[src/brc_pkg.sv]
// How it works
// - Each converter switches at 1.125MHz or 2.25MHz, chosen by a select bit.
// - Default mode is PWM, power-save at light load without reverse current.
// - Low-quiescent mode only when low-power disable is 0 and select is 1.
// - Force bit set keeps converters in PWM even at light load.
// - At full duty the high-side switch stays on continuously; the code holds it only in the run state, not during soft-start.
// - Soft-start ramp runs at every enable and every restart after a fault.
// - One shared bit picks ramp length: 600us when 0, 250us when 1.
// - Regulate to primary code normally, alternate code in voltage scaling mode.
// - Setpoint codes are unsigned 8-bit values scaling the regulator step.
// - Buck1 target is 0.6V plus code times 9.376mV.
// - Buck2 and Buck3 targets are 0.8V plus code times 12.5mV.
// - Force bit is set to 1 during any setpoint transition.
// - Target code slews one LSB at a time while running; when off or in soft-start it follows the setpoint directly.
// - Primary must exceed alternate; otherwise flag overvoltage during scaling.
// - Software on bit enables or disables each converter.
// - Disabling a trigger converter disables followers only if the link register links them.
// - Disabled converters connect output discharge: 4.4 ohm Buck1, 9.4 ohm others.
package brc_pkg;
  localparam int CLK_HZ = 25000000;
  localparam int SS_SLOW_US = 600;
  localparam int SS_FAST_US = 250;
  localparam int SS_SLOW_CYC = (SS_SLOW_US * (CLK_HZ / 1000)) / 1000;
  localparam int SS_FAST_CYC = (SS_FAST_US * (CLK_HZ / 1000)) / 1000;
  // Buck1 offset 600mV, step 9.376mV; Buck2/3 offset 800mV, step 12.5mV, in microvolts.
  localparam int B1_OFFSET_UV = 600000;
  localparam int B1_STEP_UV = 9376;
  localparam int B23_OFFSET_UV = 800000;
  localparam int B23_STEP_UV = 12500;
  localparam int SLEW_CYC = 25;
  localparam logic [3:0] ADDR_CTRL = 4'h0;
  localparam logic [3:0] ADDR_ON = 4'h1;
  localparam logic [3:0] ADDR_STATUS = 4'h2;
  localparam logic [3:0] ADDR_MASK = 4'h3;
  localparam logic [3:0] ADDR_LINK = 4'h4;
  localparam logic [3:0] ADDR_STATE = 4'h5;
  localparam logic [3:0] ADDR_PRI0 = 4'h8;
  localparam logic [3:0] ADDR_ALT0 = 4'hc;
  localparam logic [3:0] ADDR_CODE0 = 4'h6;
  // Control register fields.
  localparam int CTRL_FAST_SS = 0;
  localparam int CTRL_FORCE = 1;
  localparam int CTRL_LP_DIS = 2;
  localparam int CTRL_LP_SEL = 3;
  localparam int CTRL_SCALE = 4;
  localparam int CTRL_FSW = 5;
  localparam logic [7:0] CTRL_RST = 8'h04;
  localparam logic [7:0] CODE_RST = 8'h00;
  typedef enum logic [1:0] {
    BRC_MODE_PWM = 2'b00,
    BRC_MODE_SAVE = 2'b01,
    BRC_MODE_LPQ = 2'b10
  } brc_mode_t;
  typedef enum logic [1:0] {
    BRC_OFF = 2'b00,
    BRC_RAMP = 2'b01,
    BRC_RUN = 2'b10
  } brc_state_t;
endpackage

[src/brc_top.sv]
`timescale 1ns/100ps
module brc_top #(
  parameter int NUM_BUCK = 3,
  parameter int SS_SLOW_CYCLES = brc_pkg::SS_SLOW_CYC,
  parameter int SS_FAST_CYCLES = brc_pkg::SS_FAST_CYC,
  parameter int SLEW_CYCLES = brc_pkg::SLEW_CYC
) (
  input wire logic clk,
  input wire logic sys_rst,
  input wire logic clk_en,
  input wire logic [3:0] reg_addr,
  input wire logic [7:0] reg_wdata,
  input wire logic reg_wr,
  input wire logic reg_rd,
  output logic [7:0] reg_rdata,
  input wire logic [NUM_BUCK-1:0] fault_restart,
  input wire logic [NUM_BUCK-1:0] light_load,
  input wire logic [NUM_BUCK-1:0] full_duty,
  output logic [NUM_BUCK*8-1:0] output_voltage_code,
  output logic [NUM_BUCK*2-1:0] buck_mode,
  output logic [NUM_BUCK-1:0] soft_start_active,
  output logic [NUM_BUCK-1:0] high_side_hold,
  output logic [NUM_BUCK-1:0] discharge_en,
  output logic [NUM_BUCK-1:0] buck_enabled,
  output logic fsw_high_select,
  output logic irq
);
  localparam int CW = 16;
  // Counts must fit the 16-bit counters, and the status and link maps hold three bucks.
  if (NUM_BUCK < 1 || NUM_BUCK > 3) begin : g_bad_num
    $error("NUM_BUCK must be 1 to 3.");
  end
  if (SS_SLOW_CYCLES < 1 || SS_SLOW_CYCLES >= 2**CW) begin : g_bad_slow
    $error("Slow soft-start count out of range.");
  end
  if (SS_FAST_CYCLES < 1 || SS_FAST_CYCLES >= 2**CW) begin : g_bad_fast
    $error("Fast soft-start count out of range.");
  end
  if (SLEW_CYCLES < 1 || SLEW_CYCLES >= 2**CW) begin : g_bad_slew
    $error("Slew count out of range.");
  end

  logic [7:0] ctrl_r;
  logic [NUM_BUCK-1:0] on_r;
  logic [NUM_BUCK-1:0] link_r;
  logic [7:0] status_r;
  logic [7:0] mask_r;
  logic [7:0] pri_r [NUM_BUCK];
  logic [7:0] alt_r [NUM_BUCK];
  logic [7:0] code_r [NUM_BUCK];
  logic [CW-1:0] ss_cnt_r [NUM_BUCK];
  logic [CW-1:0] slew_cnt_r [NUM_BUCK];
  brc_pkg::brc_state_t st_r [NUM_BUCK];
  logic [NUM_BUCK-1:0] moving;
  logic [NUM_BUCK-1:0] ov_evt;
  logic [NUM_BUCK-1:0] run_en;
  logic force_saved_r;
  logic in_trans_r;
  logic any_moving;
  logic force_eff;
  logic lpq_ok;
  logic [7:0] status_set;
  logic [7:0] rdata_nxt;

  function automatic logic [7:0] target_code(input logic scale, input logic [7:0] p,
                                             input logic [7:0] a);
    target_code = scale ? a : p;
  endfunction

  assign any_moving = |moving;
  assign force_eff = ctrl_r[brc_pkg::CTRL_FORCE];
  assign lpq_ok = !ctrl_r[brc_pkg::CTRL_LP_DIS] && ctrl_r[brc_pkg::CTRL_LP_SEL];
  assign fsw_high_select = ctrl_r[brc_pkg::CTRL_FSW];

  // A buck is on if its own bit is set and, when linked, its predecessor is enabled.
  always_comb begin
    for (int i = 0; i < NUM_BUCK; i++) begin
      if (i > 0 && link_r[i]) begin
        run_en[i] = on_r[i] && run_en[i-1];
      end else begin
        run_en[i] = on_r[i];
      end
    end
  end

  always_ff @(posedge clk) begin
    if (sys_rst) begin
      ctrl_r <= brc_pkg::CTRL_RST;
      on_r <= '0;
      link_r <= '0;
      mask_r <= 8'h00;
    end else if (clk_en && reg_wr) begin
      case (reg_addr)
        brc_pkg::ADDR_CTRL: ctrl_r <= reg_wdata;
        brc_pkg::ADDR_ON: on_r <= reg_wdata[NUM_BUCK-1:0];
        brc_pkg::ADDR_MASK: mask_r <= reg_wdata;
        brc_pkg::ADDR_LINK: link_r <= reg_wdata[NUM_BUCK-1:0];
        default: ;
      endcase
    end else if (clk_en && !in_trans_r && any_moving) begin
      ctrl_r[brc_pkg::CTRL_FORCE] <= 1'b1;
    end else if (clk_en && in_trans_r && !any_moving) begin
      ctrl_r[brc_pkg::CTRL_FORCE] <= force_saved_r;
    end
  end

  // The saved force value is captured on the first moving cycle.
  always_ff @(posedge clk) begin
    if (sys_rst) begin
      in_trans_r <= 1'b0;
      force_saved_r <= 1'b0;
    end else if (clk_en) begin
      in_trans_r <= any_moving;
      if (!in_trans_r && any_moving) begin
        force_saved_r <= ctrl_r[brc_pkg::CTRL_FORCE];
      end
    end
  end

  genvar g;
  generate
    for (g = 0; g < NUM_BUCK; g++) begin : g_buck
      logic [7:0] tgt;
      logic [CW-1:0] ss_len;
      assign tgt = target_code(ctrl_r[brc_pkg::CTRL_SCALE], pri_r[g], alt_r[g]);
      assign ss_len = ctrl_r[brc_pkg::CTRL_FAST_SS] ? CW'(SS_FAST_CYCLES)
                                                    : CW'(SS_SLOW_CYCLES);
      assign moving[g] = (st_r[g] == brc_pkg::BRC_RUN) && (code_r[g] != tgt);
      // Overvoltage is flagged when scaling runs with the primary not above the alternate.
      assign ov_evt[g] = ctrl_r[brc_pkg::CTRL_SCALE] && (pri_r[g] <= alt_r[g]) &&
                         (st_r[g] != brc_pkg::BRC_OFF);

      always_ff @(posedge clk) begin
        if (sys_rst) begin
          pri_r[g] <= brc_pkg::CODE_RST;
          alt_r[g] <= brc_pkg::CODE_RST;
        end else if (clk_en && reg_wr) begin
          if (reg_addr == brc_pkg::ADDR_PRI0 + 4'(g)) pri_r[g] <= reg_wdata;
          if (reg_addr == brc_pkg::ADDR_ALT0 + 4'(g)) alt_r[g] <= reg_wdata;
        end
      end

      always_ff @(posedge clk) begin
        if (sys_rst) begin
          st_r[g] <= brc_pkg::BRC_OFF;
          ss_cnt_r[g] <= '0;
        end else if (clk_en) begin
          case (st_r[g])
            brc_pkg::BRC_OFF: begin
              if (run_en[g]) begin
                st_r[g] <= brc_pkg::BRC_RAMP;
                ss_cnt_r[g] <= ss_len;
              end
            end
            brc_pkg::BRC_RAMP: begin
              if (!run_en[g]) begin
                st_r[g] <= brc_pkg::BRC_OFF;
              end else if (ss_cnt_r[g] <= CW'(1)) begin
                st_r[g] <= brc_pkg::BRC_RUN;
              end else begin
                ss_cnt_r[g] <= ss_cnt_r[g] - CW'(1);
              end
            end
            brc_pkg::BRC_RUN: begin
              if (!run_en[g]) begin
                st_r[g] <= brc_pkg::BRC_OFF;
              end else if (fault_restart[g]) begin
                st_r[g] <= brc_pkg::BRC_RAMP;
                ss_cnt_r[g] <= ss_len;
              end
            end
            default: st_r[g] <= brc_pkg::BRC_OFF;
          endcase
        end
      end

      // Target code steps one LSB per slew period; during soft-start it follows directly.
      always_ff @(posedge clk) begin
        if (sys_rst) begin
          code_r[g] <= brc_pkg::CODE_RST;
          slew_cnt_r[g] <= '0;
        end else if (clk_en) begin
          if (st_r[g] != brc_pkg::BRC_RUN) begin
            code_r[g] <= tgt;
            slew_cnt_r[g] <= '0;
          end else if (moving[g]) begin
            if (slew_cnt_r[g] >= CW'(SLEW_CYCLES - 1)) begin
              slew_cnt_r[g] <= '0;
              code_r[g] <= (code_r[g] < tgt) ? code_r[g] + 8'h01 : code_r[g] - 8'h01;
            end else begin
              slew_cnt_r[g] <= slew_cnt_r[g] + CW'(1);
            end
          end else begin
            slew_cnt_r[g] <= '0;
          end
        end
      end

      always_ff @(posedge clk) begin
        if (sys_rst) begin
          output_voltage_code[g*8 +: 8] <= 8'h00;
          buck_mode[g*2 +: 2] <= brc_pkg::BRC_MODE_PWM;
          high_side_hold[g] <= 1'b0;
          discharge_en[g] <= 1'b1;
          soft_start_active[g] <= 1'b0;
          buck_enabled[g] <= 1'b0;
        end else if (clk_en) begin
          output_voltage_code[g*8 +: 8] <= code_r[g];
          if (force_eff || any_moving || !light_load[g]) begin
            buck_mode[g*2 +: 2] <= brc_pkg::BRC_MODE_PWM;
          end else if (lpq_ok) begin
            buck_mode[g*2 +: 2] <= brc_pkg::BRC_MODE_LPQ;
          end else begin
            buck_mode[g*2 +: 2] <= brc_pkg::BRC_MODE_SAVE;
          end
          high_side_hold[g] <= full_duty[g] && (st_r[g] == brc_pkg::BRC_RUN);
          discharge_en[g] <= (st_r[g] == brc_pkg::BRC_OFF);
          soft_start_active[g] <= (st_r[g] == brc_pkg::BRC_RAMP);
          buck_enabled[g] <= (st_r[g] != brc_pkg::BRC_OFF);
        end
      end
    end
  endgenerate

  // Status bits 0..2 are overvoltage per buck, bits 4..6 mark soft-start completion.
  always_comb begin
    status_set = 8'h00;
    for (int i = 0; i < NUM_BUCK; i++) begin
      status_set[i] = ov_evt[i];
      status_set[i+4] = (st_r[i] == brc_pkg::BRC_RAMP) && (ss_cnt_r[i] <= CW'(1)) && run_en[i];
    end
  end

  // A set in the same cycle as a write-one clear wins, so no event is lost.
  always_ff @(posedge clk) begin
    if (sys_rst) begin
      status_r <= 8'h00;
    end else if (clk_en) begin
      if (reg_wr && reg_addr == brc_pkg::ADDR_STATUS) begin
        status_r <= (status_r & ~reg_wdata) | status_set;
      end else begin
        status_r <= status_r | status_set;
      end
    end
  end

  assign irq = |(status_r & mask_r);

  always_comb begin
    rdata_nxt = 8'h00;
    case (reg_addr)
      brc_pkg::ADDR_CTRL: rdata_nxt = ctrl_r;
      brc_pkg::ADDR_ON: rdata_nxt[NUM_BUCK-1:0] = on_r;
      brc_pkg::ADDR_STATUS: rdata_nxt = status_r;
      brc_pkg::ADDR_MASK: rdata_nxt = mask_r;
      brc_pkg::ADDR_LINK: rdata_nxt[NUM_BUCK-1:0] = link_r;
      brc_pkg::ADDR_STATE: rdata_nxt[NUM_BUCK-1:0] = buck_enabled;
      default: begin
        for (int i = 0; i < NUM_BUCK; i++) begin
          if (reg_addr == brc_pkg::ADDR_PRI0 + 4'(i)) rdata_nxt = pri_r[i];
          if (reg_addr == brc_pkg::ADDR_ALT0 + 4'(i)) rdata_nxt = alt_r[i];
          if (i < 2 && reg_addr == brc_pkg::ADDR_CODE0 + 4'(i)) rdata_nxt = code_r[i];
        end
      end
    endcase
  end

  always_ff @(posedge clk) begin
    if (sys_rst) begin
      reg_rdata <= 8'h00;
    end else if (clk_en) begin
      reg_rdata <= reg_rd ? rdata_nxt : 8'h00;
    end
  end
endmodule

[config.mk]
export PLATFORM = sky130hd
export DESIGN_NAME = brc_top
export DESIGN_NICKNAME = d
export VERILOG_FILES = /design/src/brc_pkg.sv /design/src/brc_top.sv
export SDC_FILE = /design/constraint.sdc
export NUM_CORES = 1
export LEC_CHECK = 0
export ABC_AREA = 1
export BUFFER_PORTS_ARGS = -buffer_cell sky130_fd_sc_hd__buf_4
export CAP_MARGIN = 20
export CORE_MARGIN = 8
export CORE_UTILIZATION = 66
export DETAILED_ROUTE_END_ITERATION = 6
export HOLD_SLACK_MARGIN = 0.02
export PLACE_DENSITY_LB_ADDON = 0.25
export RECOVER_POWER = 50
export SYNTH_ARGS = -nofsm -noshare
export SYNTH_HDL_FRONTEND = slang
export SYNTH_SLANG_ARGS = --single-unit
[constraint.sdc]
create_clock -name clk -period 8.5 [get_ports clk]
set_input_delay 1.7 -clock clk [delete_from_list [all_inputs] [get_ports clk]]
set_output_delay 1.7 -clock clk [all_outputs]
set_load 0.02 [all_outputs]
== Word level (Yosys, flattened, before mapping) ==
Memories as Yosys holds them, arrays and structs flattened.
Cells that the tools add are included.
Operators by class
  add/subtract/negate cells: 12
  order comparisons: 12
  equality and inequality tests: 26
  muxes and demuxes: 277
  bitwise logic cells: 56
  reductions and logical operators: 58
Operator list (count)
  16-bit two-way mux: 21
  8-bit two-way mux: 28
  1-bit two-way mux: 202
  1-bit OR: 51
  16-bit by 1-bit adder with 16-bit output, second input constant: 3
  16-bit by 5-bit greater-or-equal comparator with 1-bit output, second input constant: 3
  16-bit by 1-bit less-or-equal comparator with 1-bit output, second input constant: 3
  16-bit by 1-bit subtractor with 16-bit output, second input constant: 3
  2-bit two-way mux: 23
  1-bit logical AND: 28
  8-bit by 1-bit adder with 8-bit output, second input constant: 3
  4-bit == test, second input constant: 6
  8-bit less-or-equal comparator: 3
  8-bit less-than comparator: 3
  8-bit inequality test: 3
  8-bit by 1-bit subtractor with 8-bit output, second input constant: 3
  5-bit case mux with 4 select lines: 1
  3-bit case mux with 6 select lines: 1
  8-bit bitwise AND: 2
  4-bit by 3-bit == test with 1-bit output, second input constant: 4
  8-bit by 7-bit OR with 8-bit output: 2
  3-bit OR reduction: 5
  14-bit two-way mux: 1
  2-bit AND reduction: 6
  other kinds (14): 33
Storage, ports and cells
  flip-flop bits (word level): 82
  bits in writable memories: 174
  bits of input ports: 26
  output and inout bits: 52
  logic and storage cells: 474
  memories: 6
Memories
  slew_cnt_r: words 3, bits a word 16, rd ports 3, clocked after memory_dff 0, write ports 3, RTL line brc_top.sv:52  | logic [CW-1:0] slew_cnt_r [NUM_BUCK];
  ss_cnt_r: words 3, bits a word 16, rd ports 3, clocked after memory_dff 0, write ports 3, RTL line brc_top.sv:51  | logic [CW-1:0] ss_cnt_r [NUM_BUCK];
  alt_r: words 3, bits a word 8, rd ports 3, clocked after memory_dff 0, write ports 3, RTL line brc_top.sv:49  | logic [7:0] alt_r [NUM_BUCK];
  code_r: words 3, bits a word 8, rd ports 3, clocked after memory_dff 0, write ports 3, RTL line brc_top.sv:50  | logic [7:0] code_r [NUM_BUCK];
  pri_r: words 3, bits a word 8, rd ports 3, clocked after memory_dff 0, write ports 3, RTL line brc_top.sv:48  | logic [7:0] pri_r [NUM_BUCK];
  st_r: words 3, bits a word 2, rd ports 3, clocked after memory_dff 0, write ports 3, RTL line brc_top.sv:53  | brc_pkg::brc_state_t st_r [NUM_BUCK];

== Depth between registers and ports, before layout ==
Gate-level depths: netlist of the first run.
  word-level depth: 15
  gate-level depth with buffers: 21
  mapped depth without buffers: 19

== Worst setup path before layout of the first run ==
No wires, ideal clock.
  path kind: in2reg
  start point: input clk_en
  end point: memory slew_cnt_r[0][0], enable pin
  library setup time: 0.402 ns
  arrival time: 3.072 ns
  data required time: 8.098 ns
  path slack: 5.026 ns
  cell stages on the path: 4
  path buffers: 2
  path through: buf_4 nor2_1 buf_2 inv_1
RTL lines
  start: declaration: RTL line brc_top.sv:10  | input wire logic clk_en,
  end: declaration: RTL line brc_top.sv:52

==> qor.csv, run 1 <==
metric,value,unit
total core area,20800,um^2
first-pass GRT wire length,58.3,mm
IO buf count,77,
hold depth,2,
CTS Buf Count,27,
"EDFF count, synth",174,
Syn-to-layout area delta,11.2,%
Crit Reg-Reg Endpoint,code_r[2][6],
failing checks,"capacitance limit, slew limit",
CTS H-tree lvls,1,
DP HPWL,26.4,mm
crit path capture type,flop,
Setup Viol. Count Final,0,
final global-route overflow total,0,
Avg Vias per Cell,5.85,
Max-slew headroom,-44.6,%
clock-pin slew of the registers on the worst-case setup and hold paths,0.06,ns
Post-CTS Setup Repair Bufs,0,
RR Startpoint,ctrl_r[4],
R2R cell count,17,
Detailed Route WL,35.9,mm
Avg Inst Size Synth,8.54,um^2
Final ANT Viol Nets,0,
CTS tree,yes,
Combinational Power Share,13.3,%
# clock sinks,256,
Pwr Density,193,nW/um^2
worst-case clock buffer depth,3,
RSZ-0062 raised after global routing,no,
Ports,78,
"Slew Viols, Final",46,
starting density of the core,66.4,%
per-cell routed wire length,17.7,um
share of flip-flops with an asynchronous set or reset,0,%
initial drt markers,1175,
prevailing post-synth register cell,edfxtp_1,
register area share after synthesis,49.8,%
Power Internal,2.17,mW
insertion delay to the later sink of the worst-skew pair,0.54,ns
"commonest non-fill, non-tap cells in the layout","nand2_1 (364), inv_1 (199), nor2_1 (178)",
kind of critical path,in -> reg,
clock skew,0.0152,ns
"most common cell after layout, fill and taps aside",nand2_1,
Clk pwr share,37.8,%
Final period util,69.5,%
Post-CTS Hold Buffers,0,
fin crit period,5.91,ns
TNS Setup,0,ns
largest net degree at the start of global routing,51,
Gate Count Post-Synth,1615,
Post-Route Utilization,73.9,%
sequential share of power,48.9,%
synth warn,0,
DRC,0,
worst hold path class,reg -> reg,
FILL cells,1582,
Die H,161,um
router iterations before antenna repair,6,
status,"complete, but fails checks",
FF-to-FF setup slack,4.83,ns
Hold Startpoint,output_voltage_code[3],
Yosys cell types,52,
antenna violations before repair,1,
vias,11900,
register area,6870,um^2
Row Count,53,
Yosys reg bits,256,
CTS Root Cell,clkbuf_16,
CP arrival,6.08,ns
layout cells sized above 1,5.98,%
vias in the first global route,11500,
Die Area,25800,um^2
Layout Nets,1842,
switching share of power,26.8,%
combined area of the multi-input logic cells,6070,um^2
GRT Overall Usage,27.7,%
Final Hold Vio Count,0,
WHS Endpoint,output_voltage_code[3],
area of the mapped netlist,13800,um^2
Post-CTS Resized,0,
switching power,0.794,mW
Routability Congestion,1.03,
critical path startpoint category,primary input,
upper clock frequency limit,169,MHz
Die Wd,161,um
CP max FO,28,
Peak VDD IR,163,uV
maxcap violations,1,
worst slew pin tran,2.17,ns
Pleak,6.56,nW
Crit path required time,8.67,ns
ant diodes,0,
[worst max path at each step]
stage,start,end
3_5_place_dp,clk_en,ss_cnt_r[0][1]
3_3_place_gp,clk_en,ss_cnt_r[0][0]
5_1_grt,clk_en,ss_cnt_r[0][1]
2_1_floorplan,clk_en,slew_cnt_r[0][0]
6_report,clk_en,ss_cnt_r[0][9]
4_1_cts,clk_en,ss_cnt_r[0][7]
[routing by layer]
metal / vias up / global-route usage, % / wire length, um
met5: - / 0 / 13
met3: 123 / 5.63 / 3070
li1: 5659 / - / -
met4: 2 / 10.1 / 1450
met2: 571 / 47.0 / 17200
met1: 5523 / 34.5 / 14200
[flip-flops by register name, indices dropped and copies added (netlist names), 8 cells and up]
name	flops
status_r	8
reg_rdata	8
output_voltage_code	24
ss_cnt_r	48
code_r	24
slew_cnt_r	48
alt_r	24
ctrl_r	8
mask_r	8
pri_r	24
[cell families after synthesis]
group / count (synthesis) / synth area share, %
simple gates: 683 / 21.1
xor+xnor: 30 / 1.91
other cells: 1 / 0.0272
buf+inv: 238 / 6.69
flops: 256 / 49.8
compound gates: 326 / 13.0
fa+ha+maj: 81 / 7.51
[cell type report]
| type | instances | share of cell area (%) |
|---|---|---|
| Sequential cell | 256 | 44.8 |
| Multi-Input combinational cell | 1153 | 39.6 |
| Inverter | 212 | 5.20 |
| Clock buffer | 32 | 4.53 |
| Timing Repair Buffer | 85 | 2.79 |
| Tap cell | 275 | 2.24 |
| Clock inverter | 17 | 0.865 |
[worst max-delay path, stage by stage]
cell and delay, ns:
clkbuf_1 0.41, clkinvlp_2 0.68, nor2_1 1.09, inv_2 0.55, nor3_1 0.44, nand2_1 0.34
inv_1 0.28, nor2_1 0.06, nand2_1 0.53
[power groups by stage]
stage          logic (mW)  registers, mW  clock network, mW
3_3_place_gp        0.379           1.47                  0
3_5_place_dp        0.394           1.48                  0
6_report            0.394           1.45               1.12
4_1_cts             0.399           1.45               1.12
2_1_floorplan       0.263           1.47                  0
5_1_grt             0.440           1.46               1.17
[per-stage QoR]
stage	power [mW]	hold WS, ns	setup slack, ns	std cells	cell area [um^2]
2_1_floorplan	1.74	0.429	5.03	1647	13900
3_3_place_gp	1.85	0.446	4.27	1977	14700
3_5_place_dp	1.87	0.447	4.20	1977	14700
4_1_cts	2.97	0.461	4.74	2026	15600
5_1_grt	3.06	0.479	2.36	2030	15300
6_report	2.96	0.456	2.59	2030	15300
[synthesized netlist by cell type, types with 6 or more instances]
library cell	count	area share [%]
a21oi_1	103	3.7
a22o_1	8	0.51
buf_2	12	0.44
clkbuf_1	10	0.27
dfxtp_1	82	12
edfxtp_1	174	38
ha_1	78	7.1
inv_1	197	5.4
inv_2	12	0.33
nand2_1	364	9.9
nand3_1	59	2.1
nand4_1	17	0.77
nor2_1	177	4.8
nor2_2	6	0.27
nor3_1	22	0.80
nor4_1	9	0.41
o211ai_1	11	0.60
o21ai_0	161	5.8
o21ai_1	6	0.22
o22ai_1	8	0.36
or2_2	10	0.45
xnor2_1	15	0.95
xor2_1	15	0.95
(Power assumes the default switching activity.)
==> run 2, diff against run 1 <==
Settings changed: CORE_UTILIZATION 66 to 56.
Clock period 8.5 ns to 4.8 ns, I/O delays scaled along.
==> run 2 against run 1 <==
- the flow still finishes with violations (capacitance limit, slew limit)
- critical path depth stayed put
- first-iteration DRC count is 3.0% lower
- setup slack got worse by 1.9 ns
- via count fell by 2.9%
- utilization is 9.6 points lower
- routed wire length fell by 1.6%
- combinational power rose by 77%
- hold slack got worse by 0.0062 ns
- largest cell class unchanged
- design area rose by 1.7%
- sequential share of layout area fell by 0.75 points
- die area grew 16%
==> qor.csv, run 2 (synthesized netlist as in run 1, its figures left out) <==
metric,value,unit
worst slew pin tran,2.47,ns
kind of critical path,in -> reg,
"Slew Viols, Final",49,
initial drt markers,1140,
R2R cell count,17,
clock-pin slew of the registers on the worst-case setup and hold paths,0.06,ns
Row Count,57,
Max-slew headroom,-64.5,%
largest net degree at the start of global routing,49,
Post-CTS Setup Repair Bufs,0,
Post-Route Utilization,64.3,%
CTS Buf Count,28,
first-pass GRT wire length,57.1,mm
Final Hold Vio Count,0,
crit path capture type,flop,
Peak VDD IR,311,uV
vias in the first global route,11100,
starting density of the core,56.9,%
RR Startpoint,ctrl_r[4],
antenna violations before repair,1,
fin area,15600,um^2
Die Wd,173,um
worst-path cell chain,"clkbuf_1, clkinvlp_2, nor2_8, inv_1, nor3_1, nand2_1, inv_1, nor2_1, nand2_1",
worst hold path class,reg -> reg,
Regs by FF count,"slew_cnt_r x48, ss_cnt_r x48",
Routability Congestion,0.943,
status,"complete, but fails checks",
# clock sinks,256,
DRC,0,
Post-CTS Hold Buffers,0,
CTS tree,yes,
per-cell routed wire length,17.0,um
router iterations before antenna repair,5,
WHS Endpoint,reg_rdata[4],
CP arrival,4.30,ns
CTS H-tree lvls,1,
worst-case clock buffer depth,3,
Setup Viol. Count Final,0,
TNS Setup,0,ns
CTS Root Cell,clkbuf_16,
Final ANT Viol Nets,0,
RSZ-0062 raised after global routing,no,
maxcap violations,1,
Detailed Route WL,35.3,mm
Layout Cells excl Fill,2082,
Post-CTS Resized,0,
FILL cells,2040,
FF-to-FF setup slack,0.89,ns
layout cells sized above 1,7.17,%
buffers plus inverters on the worst setup path,4,
Inst Count DP,2028,
Pleak,6.66,nW
Pwr Density,352,nW/um^2
CP max FO,16,
Ports,78,
"Slowest-stage cell, CP",clkinvlp_2,
upper clock frequency limit,242,MHz
"slowest stage delay, CP",0.78,ns
Crit Reg-Reg Endpoint,code_r[1][5],
hold_ws,0.450,ns
Avg Vias per Cell,5.54,
Die Area,29900,um^2
failing checks,"capacitance limit, slew limit",
Layout Nets,1843,
Die H,173,um
final global-route overflow total,0,
kind of cell adding the most delay to the critical path,simple AND/OR/NAND/NOR gates,
total core area,24200,um^2
critical path startpoint category,primary input,
"commonest non-fill, non-tap cells in the layout","nand2_1 (364), inv_1 (200), nor2_1 (177)",
insertion delay to the later sink of the worst-skew pair,0.55,ns
post-place instance area,14800,um^2
vias,11500,
hold depth,2,
clock skew,0.0202,ns
Final period util,86.0,%
"most common cell after layout, fill and taps aside",nand2_1,
Crit path required time,4.97,ns
ant diodes,0,
Syn-to-layout area delta,13.1,%
DP HPWL,26.0,mm
IO buf count,77,
fin crit period,4.13,ns
Pwr Total,5.50,mW
GRT Overall Usage,23.0,%
pre-CTS worst setup slack,0.938,ns
final worst slack,0.671,ns
Hold Startpoint,reg_rdata[4],
==> run 2: changes by cell type in the layout (fill, tap and decap cells not counted), moves of 2 or more <==
cell,change
clkbuf_2,-2
bufinv_16,+2
clkinv_1,-5
buf_4,+9
clkinvlp_4,+3
clkbuf_1,-10
inv_6,+4
==> run 2: worst max path at each step <==
stage / start / end / slack [ns] / cells after the start
floorplan: ctrl_r[4] / code_r[2][6] / 1.72 / 19
global placement: ctrl_r[4] / code_r[1][5] / 1.10 / 16
detailed placement: ctrl_r[4] / code_r[0][6] / 0.94 / 17
CTS: ctrl_r[4] / code_r[0][6] / 0.95 / 17
global route: clk_en / ss_cnt_r[0][1] / 0.42 / 9
finish: clk_en / ss_cnt_r[0][1] / 0.67 / 9
==> run 2: worst min-delay path, delay by kind of cell, from the launching register on <==
kind	cells	cell delay, ns
flops	1	0.31
simple gates	2	0.10
==> run 2: power breakdown <==
group | internal (mW) | switching, mW | total (mW)
clock | 1.30 | 0.929 | 2.23
combinational | 0.230 | 0.467 | 0.698
sequential | 2.48 | 0.0832 | 2.57
==> run 2: layout make-up <==
class	instances	area [um^2]	share of cell area, %
Clock buffer	29	704	4.52
Tap cell	324	405	2.60
Multi-Input combinational cell	1153	6110	39.1
Sequential cell	256	6870	44.0
Clock inverter	23	263	1.68
Timing Repair Buffer	85	458	2.94
Inverter	212	797	5.11
==> run 2: metal layers <==
metal / GRT usage [%] / up-vias / part of all wire, %
met1: 30.2 / 5347 / 43
li1: - / 5656 / -
met5: 0 / - / 0.025
met3: 3.44 / 73 / 7.6
met4: 8.77 / 2 / 3.7
met2: 38.0 / 458 / 46
==> run 3, diff against run 2 <==
Settings changed: ABC_AREA 1 to 0, CAP_MARGIN 20 to 10.
==> run 3 against run 2 <==
- the flow still finishes with violations (capacitance limit, slew limit)
- critical endpoint is now alt_r[0][2]
- routed wire length fell by 0.72%
- first-iteration DRC count up 1.6%
- clock power decreased by 9.9%
- global-route usage decreased by 0.45 points
==> qor.csv, run 3 <==
metric,value,unit
initial drt markers,1158,
status,"complete, but fails checks",
CTS H-tree lvls,1,
antenna violations before repair,1,
"Slew Viols, Final",118,
pre-CTS worst setup slack,0.551,ns
"most common cell after layout, fill and taps aside",edfxtp_1,
worst-case clock buffer depth,3,
IO buf count,77,
Die Area,30100,um^2
fin crit period,4.55,ns
RR Startpoint,ctrl_r[4],
Post-CTS Hold Buffers,0,
failing checks,"capacitance limit, slew limit",
final global-route overflow total,0,
critical path startpoint category,primary input,
FF-to-FF setup slack,0.44,ns
CP max FO,46,
Hold Startpoint,discharge_en[0],
Yosys top cell area share,37.6,%
hold depth,2,
"EDFF count, synth",174,
register area share after synthesis,49.4,%
Max-slew headroom,-57.6,%
Inst Count DP,1738,
Layout Cells excl Fill,1788,
# clock sinks,256,
clock-pin slew of the registers on the worst-case setup and hold paths,0.06,ns
Gate Count Post-Synth,1346,
router iterations before antenna repair,6,
crit path capture type,flop,
Yosys reg bits,256,
DRC,0,
worst hold path class,reg -> reg,
kind of critical path,in -> reg,
first-pass GRT wire length,55.7,mm
Pleak,6.04,nW
total core area,24300,um^2
area of the mapped netlist,13900,um^2
synth warn,0,
Detailed Route WL,35.1,mm
Setup Viol. Count Final,0,
Final ANT Viol Nets,0,
Avg Inst Size Synth,10.3,um^2
Yosys cell types,75,
Routability Congestion,0.894,
final worst slack,0.246,ns
synth cell count leaders,"edfxtp_1 (174), nor2_1 (143), a21oi_1 (95)",
Layout Nets,1550,
maxcap violations,3,
insertion delay to the later sink of the worst-skew pair,0.54,ns
Row Count,57,
worst slew pin tran,2.36,ns
GRT Overall Usage,22.6,%
Syn-to-layout area delta,11.6,%
per-cell routed wire length,19.6,um
Die H,174,um
hold_ws,0.456,ns
Synth area leader,edfxtp_1,
Post-CTS Setup Repair Bufs,0,
Pwr Density,342,nW/um^2
Ports,78,
DP HPWL,24.6,mm
clock skew,0.0185,ns
WHS Endpoint,discharge_en[0],
prevailing post-synth register cell,edfxtp_1,
layout cells sized above 1,6.36,%
Final Hold Vio Count,0,
RSZ-0062 raised after global routing,no,
share of flip-flops with an asynchronous set or reset,0,%
CTS tree,yes,
CTS Root Cell,clkbuf_16,
R2R cell count,14,
"commonest non-fill, non-tap cells in the layout","edfxtp_1 (174), nor2_1 (143), a21oi_1 (95)",
top-count cell post-synth,edfxtp_1,
Synth area leaders,"edfxtp_1 (38%), dfxtp_1 (12%), ha_1 (7.0%)",
vias in the first global route,10500,
Final period util,94.9,%
starting density of the core,57.1,%
TNS Setup,0,ns
Post-CTS Resized,0,
vias,10700,
CTS Buf Count,27,
Avg Vias per Cell,5.97,
Regs by FF count,"slew_cnt_r x48, ss_cnt_r x48",
Crit Reg-Reg Endpoint,code_r[1][7],
upper clock frequency limit,220,MHz
Crit path required time,5.08,ns
CP arrival,4.83,ns
largest net degree at the start of global routing,61,
Die Wd,174,um
Post-Route Utilization,63.7,%
Peak VDD IR,335,uV
[run 3: changes by cell type after synthesis, moves of 21 or more]
cell,delta
inv_1,-133
mux2i_1,+81
nand2_1,-282
clkbuf_1,+30
and2_1,+53
o22ai_1,+30
o21ai_0,-104
nand3_1,-23
nor2b_1,+21
nor2_1,-34
[run 3: worst max path at each step]
stage | start | end | slack, ns | depth (start not counted)
finish | sys_rst | alt_r[0][2] | 0.25 | 4
CTS | ctrl_r[4] | code_r[1][7] | 0.50 | 14
global placement | ctrl_r[4] | code_r[1][6] | 0.72 | 15
floorplan | ctrl_r[4] | code_r[2][7] | 0.87 | 15
detailed placement | ctrl_r[4] | code_r[1][7] | 0.55 | 14
global route | ctrl_r[4] | code_r[1][7] | 0.12 | 14
[run 3: final cells by class]
type | instances | area (um^2)
Timing Repair Buffer | 91 | 450
Tap cell | 324 | 405
Clock buffer | 37 | 786
Sequential cell | 256 | 6870
Multi-Input combinational cell | 1001 | 6670
Fill cell | 2037 | 8820
Clock inverter | 12 | 73.8
Antenna cell | 1 | 2.50
Inverter | 66 | 248
[run 3: cell families (layout without fill, tap and decap cells)]
family,Yosys count,after routing,synth area share (%)
muxes,89,89,6.57
AOI/OAI and AO/OA,279,279,12.3
buffers and inverters,121,206,3.40
other,1,34,0.0270
DFF,256,256,49.4
xor gates and xnor gates,67,67,4.43
adders and majority gates,81,81,7.46
and+or+nand+nor,452,452,16.3
[run 3: metal layers]
metal	wire length (um)	GRT usage (%)
met1	14400	28.8
met2	17000	38.6
met3	2630	3.27
met4	1040	7.69
met5	0	0
[run 3: power breakdown]
group	leakage, nW	switching, mW	total, mW	internal [mW]
combinational	3.17	0.430	0.707	0.277
clock	0.419	0.865	2.01	1.15
sequential	2.45	0.105	2.58	2.48
[run 3: metrics by stage]
| step | total power [mW] | instance area, um^2 |
|---|---|---|
| final | 5.30 | 15500 |
| after global routing | 5.50 | 15500 |
| after CTS | 5.34 | 15700 |
| after detailed placement | 3.34 | 14900 |
| after global placement | 3.32 | 14900 |
| after floorplan | 3.11 | 14000 |
[run 3: critical path: stages]
cell and delay [ns]:
clkbuf_1 1.16, clkbuf_1 1.74, nor2_1 0.58, and2_1 0.37
